`config.mk`:
```
export PLATFORM = sky130hd
export DESIGN_NAME = hspc_power_ctrl
export DESIGN_NICKNAME = d
export VERILOG_FILES = /design/src/rtl/hspc_mc_divider.v /design/src/rtl/hspc_power_ctrl.v
export VERILOG_INCLUDE_DIRS = /design/src /design/src/rtl
export SDC_FILE = /design/constraint.sdc
export NUM_CORES = 1
export LEC_CHECK = 0
export ABC_CLOCK_PERIOD_IN_PS = 1600
export BUFFER_PORTS_ARGS = -buffer_cell sky130_fd_sc_hd__buf_2
export CAP_MARGIN = 10
export CELL_PAD_IN_SITES_DETAIL_PLACEMENT = 1
export CELL_PAD_IN_SITES_GLOBAL_PLACEMENT = 2
export CORE_UTILIZATION = 25
export DETAILED_ROUTE_END_ITERATION = 8
export HOLD_SLACK_MARGIN = 0.08
export PLACE_DENSITY_LB_ADDON = 0.1
export SLEW_MARGIN = 5
export SYNTH_ARGS = -nofsm -noshare
export SYNTH_HDL_FRONTEND = slang
export SYNTH_SLANG_ARGS = --single-unit
```
`constraint.sdc`:
```
create_clock -name clk -period 1.6 [get_ports clk]
set_input_delay 0.32 -clock clk [delete_from_list [all_inputs] [get_ports clk]]
set_output_delay 0.32 -clock clk [all_outputs]
set_load 0.02 [all_outputs]
```
`src/rtl/hspc_defs.vh`:
```
// constants for the halt/stop power control block
`ifndef HSPC_DEFS_VH
`define HSPC_DEFS_VH
`define HSPC_HALT_OPCODE 8'h01
`define HSPC_RESET_VECTOR 12'h000
`define HSPC_ADDR_W 12
`define HSPC_MIN_RESET_MC 4'h5
`define HSPC_MC_CYCLES 8'h0F
`define HSPC_ST_RUN 3'h0
`define HSPC_ST_HALT 3'h1
`define HSPC_ST_WAKE_EI 3'h2
`define HSPC_ST_STOP 3'h3
`define HSPC_ST_RESET 3'h4
`endif

```
`src/rtl/hspc_mc_divider.v`:
```
// machine-cycle enable divider on the free-running clock
`default_nettype none
module hspc_mc_divider #(
  parameter [7:0] DIV = 8'h0F
) (
  input wire clk,
  input wire reset_n,
  input wire run,
  output reg tick
);
  reg [7:0] count_q;
  // count clocks while the oscillator runs; one-cycle tick at wrap
  always @(posedge clk) begin
    if (!reset_n || !run) begin
      count_q <= 8'h00;
      tick <= 1'b0;
    end else if (count_q == DIV - 8'h01) begin
      count_q <= 8'h00;
      tick <= 1'b1;
    end else begin
      count_q <= count_q + 8'h01;
      tick <= 1'b0;
    end
  end
endmodule // hspc_mc_divider
`default_nettype wire

```
`src/rtl/hspc_power_ctrl.v`:
```
// halt and stop power sequencing for the 8-bit controller core
// Functional notes
// - executing the halt opcode enters halt mode.
// - halt gates internal clocks, internal logic stays inactive.
// - oscillator keeps running during halt.
// - all registers and status are preserved through halt.
// - halt ends only on interrupt request or reset.
// - enabled interrupt restarts clocks, next instruction, then vector.
// - exactly one instruction completes before the vector is taken.
// - disabled interrupt wakes and resumes sequentially, no service.
// - reset during halt resets normally, starts at address zero.
// - standby low while reset low enters stop mode.
// - stop halts oscillator; only RAM retained.
// - standby high while reset low leaves stop, oscillator restarts.
// - reset released after oscillator settles; execution from zero.
// - interrupt input active low; reset leaves interrupts disabled.
`default_nettype none
`include "hspc_defs.vh"
module hspc_power_ctrl #(
  parameter [7:0] MC_CYCLES = `HSPC_MC_CYCLES
) (
  input wire clk,
  input wire reset_n,
  input wire standbyCtrl,
  input wire intReq_n,
  input wire opValid,
  input wire [7:0] opCode,
  input wire instrDone,
  input wire enableIntOp,
  input wire disableIntOp,
  input wire vectorTaken,
  output reg coreClkEn,
  output reg oscEnable,
  output reg ramRetainOnly,
  output reg interrupts_enabled_state,
  output reg interrupts_disabled_state,
  output reg intVectorReq,
  output reg forceResetVector,
  output reg halted,
  output reg stopped,
  output reg resetTooShort
);
  reg [2:0] state_q;
  reg [2:0] state_d;
  reg intEn_q;
  reg oneInstrDone_q;
  reg [3:0] resetMc_q;
  wire mcTick;
  wire intActive;
  wire countClear_n;

  ////////////////////////////////////////////////////////////////////
  // true when an executed opcode is the halt instruction
  function isHaltOp;
    input valid;
    input [7:0] code;
    begin
      isHaltOp = valid && (code == `HSPC_HALT_OPCODE);
    end
  endfunction

  // true for the two states that stand for a reset in progress
  function inResetState;
    input [2:0] st;
    begin
      inResetState = (st == `HSPC_ST_STOP) || (st == `HSPC_ST_RESET);
    end
  endfunction

  // true for a state that keeps the core clocks gated
  function gatesCore;
    input [2:0] st;
    begin
      gatesCore = (st == `HSPC_ST_HALT);
    end
  endfunction

  ////////////////////////////////////////////////////////////////////
  // machine-cycle timebase, counts only while reset is held and the
  // oscillator runs; cleared whenever reset is released, so every
  // reset pulse is measured from zero
  assign countClear_n = !reset_n;

  hspc_mc_divider #(
    .DIV(MC_CYCLES)
  ) u_mc_div (
    .clk(clk),
    .reset_n(countClear_n),
    .run(oscEnable),
    .tick(mcTick)
  );

  // active-low request, pins are synchronous to clk
  assign intActive = !intReq_n;

  ////////////////////////////////////////////////////////////////////
  // next-state logic
  always @* begin
    state_d = state_q;
    case (state_q)
      `HSPC_ST_RUN: begin
        // halt only starts from run; other states ignore the opcode
        if (isHaltOp(opValid, opCode))
          state_d = `HSPC_ST_HALT;
      end
      `HSPC_ST_HALT: begin
        // only interrupt leaves halt here; reset handled below
        if (intActive && intEn_q)
          state_d = `HSPC_ST_WAKE_EI;
        else if (intActive)
          state_d = `HSPC_ST_RUN;
      end
      `HSPC_ST_WAKE_EI: begin
        if (instrDone)
          state_d = `HSPC_ST_RUN;
      end
      default: state_d = `HSPC_ST_RUN;
    endcase
  end

  ////////////////////////////////////////////////////////////////////
  // state register with reset and stop sequencing
  always @(posedge clk) begin
    if (!reset_n) begin
      if (!standbyCtrl)
        state_q <= `HSPC_ST_STOP;
      else
        state_q <= `HSPC_ST_RESET;
    end else if (inResetState(state_q)) begin
      // one edge after release the core runs from address zero
      state_q <= `HSPC_ST_RUN;
    end else begin
      state_q <= state_d;
    end
  end

  ////////////////////////////////////////////////////////////////////
  // interrupt enable, frozen in halt so state is kept
  // enable and disable ops only count while the core runs
  always @(posedge clk) begin
    if (!reset_n)
      intEn_q <= 1'b0;
    else if (state_q == `HSPC_ST_RUN && enableIntOp)
      intEn_q <= 1'b1;
    else if (state_q == `HSPC_ST_RUN && disableIntOp)
      intEn_q <= 1'b0;
  end

  ////////////////////////////////////////////////////////////////////
  // vector request after the one post-halt instruction
  // set is tested first, so it wins over a clear in the same cycle
  always @(posedge clk) begin
    if (!reset_n) begin
      oneInstrDone_q <= 1'b0;
      intVectorReq <= 1'b0;
    end else begin
      oneInstrDone_q <= state_q == `HSPC_ST_WAKE_EI && instrDone;
      if (oneInstrDone_q)
        intVectorReq <= 1'b1;
      else if (vectorTaken)
        intVectorReq <= 1'b0;
    end
  end

  ////////////////////////////////////////////////////////////////////
  // reset width check in machine cycles
  always @(posedge clk) begin
    if (reset_n) begin
      resetMc_q <= 4'h0;
    end else if (mcTick && resetMc_q != 4'hF) begin
      resetMc_q <= resetMc_q + 4'h1;
    end
  end

  // judged at the first edge after release while the count stands;
  // sticky until the next reset begins
  always @(posedge clk) begin
    if (!reset_n)
      resetTooShort <= 1'b0;
    else if (state_q == `HSPC_ST_RESET && standbyCtrl &&
             resetMc_q < `HSPC_MIN_RESET_MC)
      resetTooShort <= 1'b1;
  end

  ////////////////////////////////////////////////////////////////////
  // clock gating and oscillator; oscillator follows standby in reset
  always @(posedge clk) begin
    if (!reset_n) begin
      coreClkEn <= 1'b0;
      oscEnable <= standbyCtrl;
    end else begin
      // gate from next state so halt and the gate start together
      coreClkEn <= !gatesCore(state_d);
      oscEnable <= 1'b1;
    end
  end

  // status flags: stop, halt and restart from address zero
  always @(posedge clk) begin
    if (!reset_n) begin
      ramRetainOnly <= !standbyCtrl;
      forceResetVector <= 1'b1;
      halted <= 1'b0;
      stopped <= !standbyCtrl;
    end else begin
      ramRetainOnly <= 1'b0;
      forceResetVector <= 1'b0;
      halted <= gatesCore(state_d);
      stopped <= 1'b0;
    end
  end

  // interrupt enable mirrored on the two complementary outputs
  always @(posedge clk) begin
    if (!reset_n) begin
      interrupts_enabled_state <= 1'b0;
      interrupts_disabled_state <= 1'b1;
    end else begin
      interrupts_enabled_state <= intEn_q;
      interrupts_disabled_state <= !intEn_q;
    end
  end
endmodule // hspc_power_ctrl
`default_nettype wire
```
==> impl_results.md <==
- Cells after synthesis: 114
- DR pass1 iterations: 3
- Multi-input gate area: 488 sq um
- CORE AREA: 0.00406 sq mm
- Port Buf Inserts: 26
- Worst r2r path cells: 4
- CP cell instances: ha_1 > nand3_1 > or3_2 > a21oi_1
- Biggest register: u_mc_div.count_q
- Crit-path max cell delay: 0.48 ns
- Fmax achieved: 688 MHz
- Die area: 0.00458 sq mm
- Critical path depth in cells: 4
- Number of global-route vias before repair: around 900
- CP Class: register to register
- Post-synthesis sequential area ratio: 0.502
- Worst hold path stage count: 2
- IO Count: 27
- Setup TNS: 0 ns
- CP Max Fanout: 5
- Clock transition at path regs: 0.10 ns
- CP Capture Type: register
- Routed vias: between 800 and 900
- Antenna Nets Post-Route: 0
- Post-synth top flop: dfxtp_1
- Row Count: 23
- Share of flip-flops with an asynchronous set or reset: 0
- Largest delay share family, worst path: simple AND/OR/NAND/NOR gates
- Routed Wire Length: 2500 microns
- Hold crit path type: input port to register
- Die H: ~68 microns
- Largest net degree at the start of global routing: 16
- Mapped Nets: 135
- Routed len/inst: ~13 microns
- Clk sinks: 27
- Power per Cell Area: 919 mW/mm^2
- Post-CTS setup buffer count: 0
- GRT Resource Usage Total: 0.126
- Clk Latency, worst-skew pair: 0.27 ns
- Synth Warn #: 0
- Worst path bufs/invs: 0
- Syn_area_per_cell: ~9.4 sq um
- Post-CTS sizing: 0
- Antenna cells: 0
- Root Buffer: clkbuf_8
- Final min period: 1.45 ns
- Max-Cap Viols: 0
- Fin. Hold Viols: 0
- Outcome: completed
- Max reg flops: 8
- Peak supply drop: 0.000478 V
- Hold_buf cts: 0
- CTS tree: done
- Leak pwr: ~0.53 nW
- Placed wire-length estimate: approximately 1900 microns
- Initial Utilization: 0.265
- Layout cell share with drive strength beyond 1: 0.239
- Required @ worst endpoint: 1.81 ns
- Placer Congestion: 0.715
- Worst-margin pin slew: 0.395 ns
- First-pass GRT wire length: 4190 microns
- H-tree depth: 1
- Synth-to-Final Area Change: 21.1%
- Final setup violation count: 0
- Post-Syn Area: 0.00108 sq mm
- Crit path DAT: between 1.5 and 2 ns
- Final period utilization: 0.908
- Total power: around 1.2 mW
- DRC viols: 0
- Post-Layout Inst Area: 0.00131 sq mm
- Crit path launch type: register
- Starting DRT DRC Count: 32
- Via density: 4.60
- Skew final: between 0.009 and 0.01 ns
- DP Area: 0.00126 sq mm
- Final #Nets: 164
- Top Registers: u_mc_div.count_q (8), resetMc_q (4), state_q (3)
- Post-synth EDFFs: 0
- Post-synth cell types: 34
- Max Root-Sink Buffers: 2
- Synthesized flop and latch total: 27
- Fin. max-slew vios: 0
- Die W: between 60 and 70 microns
- Cts bufs inserted: 3
- Crit-path slowest cell: or3_2
- Antenna violations before repair: 0
- RSZ-0062 raised after global routing: no
- Fill cells: 485
- Worst slew margin: 0.733
- Global route overflow: 0
- Sequential cell area: 541 sq um
- Util after Layout: 0.322
==> Yosys cell counts (2+ instances only) <==
library cell | instances | area (sq um)
nor3b_1 | 2 | 15.0
nand2_1 | 6 | 22.5
xor2_1 | 2 | 17.5
nor3_1 | 2 | 10.0
nor4_1 | 2 | 12.5
and4b_1 | 2 | 20.0
dfxtp_1 | 27 | 541
nor4bb_1 | 2 | 20.0
nor2_1 | 9 | 33.8
and3_1 | 2 | 12.5
ha_1 | 4 | 50.1
o21ai_0 | 6 | 30.0
nor2b_1 | 3 | 18.8
nand3_1 | 8 | 40.0
inv_1 | 10 | 37.5
a21oi_1 | 9 | 45.0
==> stage by stage <==
stage / instances / hold slack [ns] / setup WS [ns]
CTS: 192 / 0.269 / 0.122
detailed placement: 188 / 0.461 / 0.146
global placement: 188 / 0.420 / 0.173
floorplan: 114 / 0.413 / 0.294
finish: 192 / 0.272 / 0.147
global route: 192 / 0.270 / 0.0323
==> area by class of cell <==
cell class / instances / share of cell area
inverter: 10 / 0.0288
timing repair buffer: 26 / 0.0997
sequential: 27 / 0.414
multi-input combinational: 75 / 0.374
clock inverter: 1 / 0.00384
clock buffer: 3 / 0.0316
tap: 50 / 0.0479
==> cells in the final DEF, fill, tap and decap left out, drive strengths merged, types with 2 or more instances in the layout <==
cell	n
a21oi	9
and3	2
and4b	2
buf	26
clkbuf	3
dfxtp	27
ha	4
inv	10
nand2	6
nand3	8
nor2	9
nor2b	3
nor3	2
nor3b	2
nor4	2
nor4bb	2
o21ai	6
or3	2
or4	2
xor2	2
==> layer usage <==
metal,part of all wire,GRT usage,up-vias
met3,0.056,0.0422,2
met5,0,0,-
met4,0.010,0.0399,0
li1,-,-,456
met1,0.46,0.140,407
met2,0.48,0.223,19
==> final timing paths <==
| path | slack, ns | from | endpoint |
|---|---|---|---|
| worst min register to register | 0.48 | oneInstrDone_q | intVectorReq |
| worst max-delay path | 0.15 | u_mc_div.count_q[0] | u_mc_div.count_q[6] |
| worst max register to register | 0.15 | u_mc_div.count_q[0] | u_mc_div.count_q[6] |
| worst min-delay path | 0.27 | standbyCtrl | stopped |
==> power breakdown <==
| group | leakage [nW] | internal [mW] | switching [mW] | total (mW) |
|---|---|---|---|---|
| sequential | 0.221 | 0.694 | 0.0184 | 0.712 |
| combinational | 0.280 | 0.0437 | 0.0553 | 0.0989 |
| clock | 0.0255 | 0.175 | 0.214 | 0.389 |
| total | 0.526 | 0.912 | 0.288 | 1.20 |
==> cells by family (layout without fill, tap and decap cells) <==
group | count (synthesis) | after routing | share of synthesized area
AND/OR/NAND/NOR | 46 | 46 | 0.247
flip-flops | 27 | 27 | 0.502
AO/OA/AOI/OAI | 22 | 22 | 0.135
buffers and inverters | 12 | 40 | 0.0453
adder cells (fa/ha/maj) | 4 | 4 | 0.0465
XOR/XNOR | 3 | 3 | 0.0244
No activity file was read; power rests on OpenSTA's default activity.
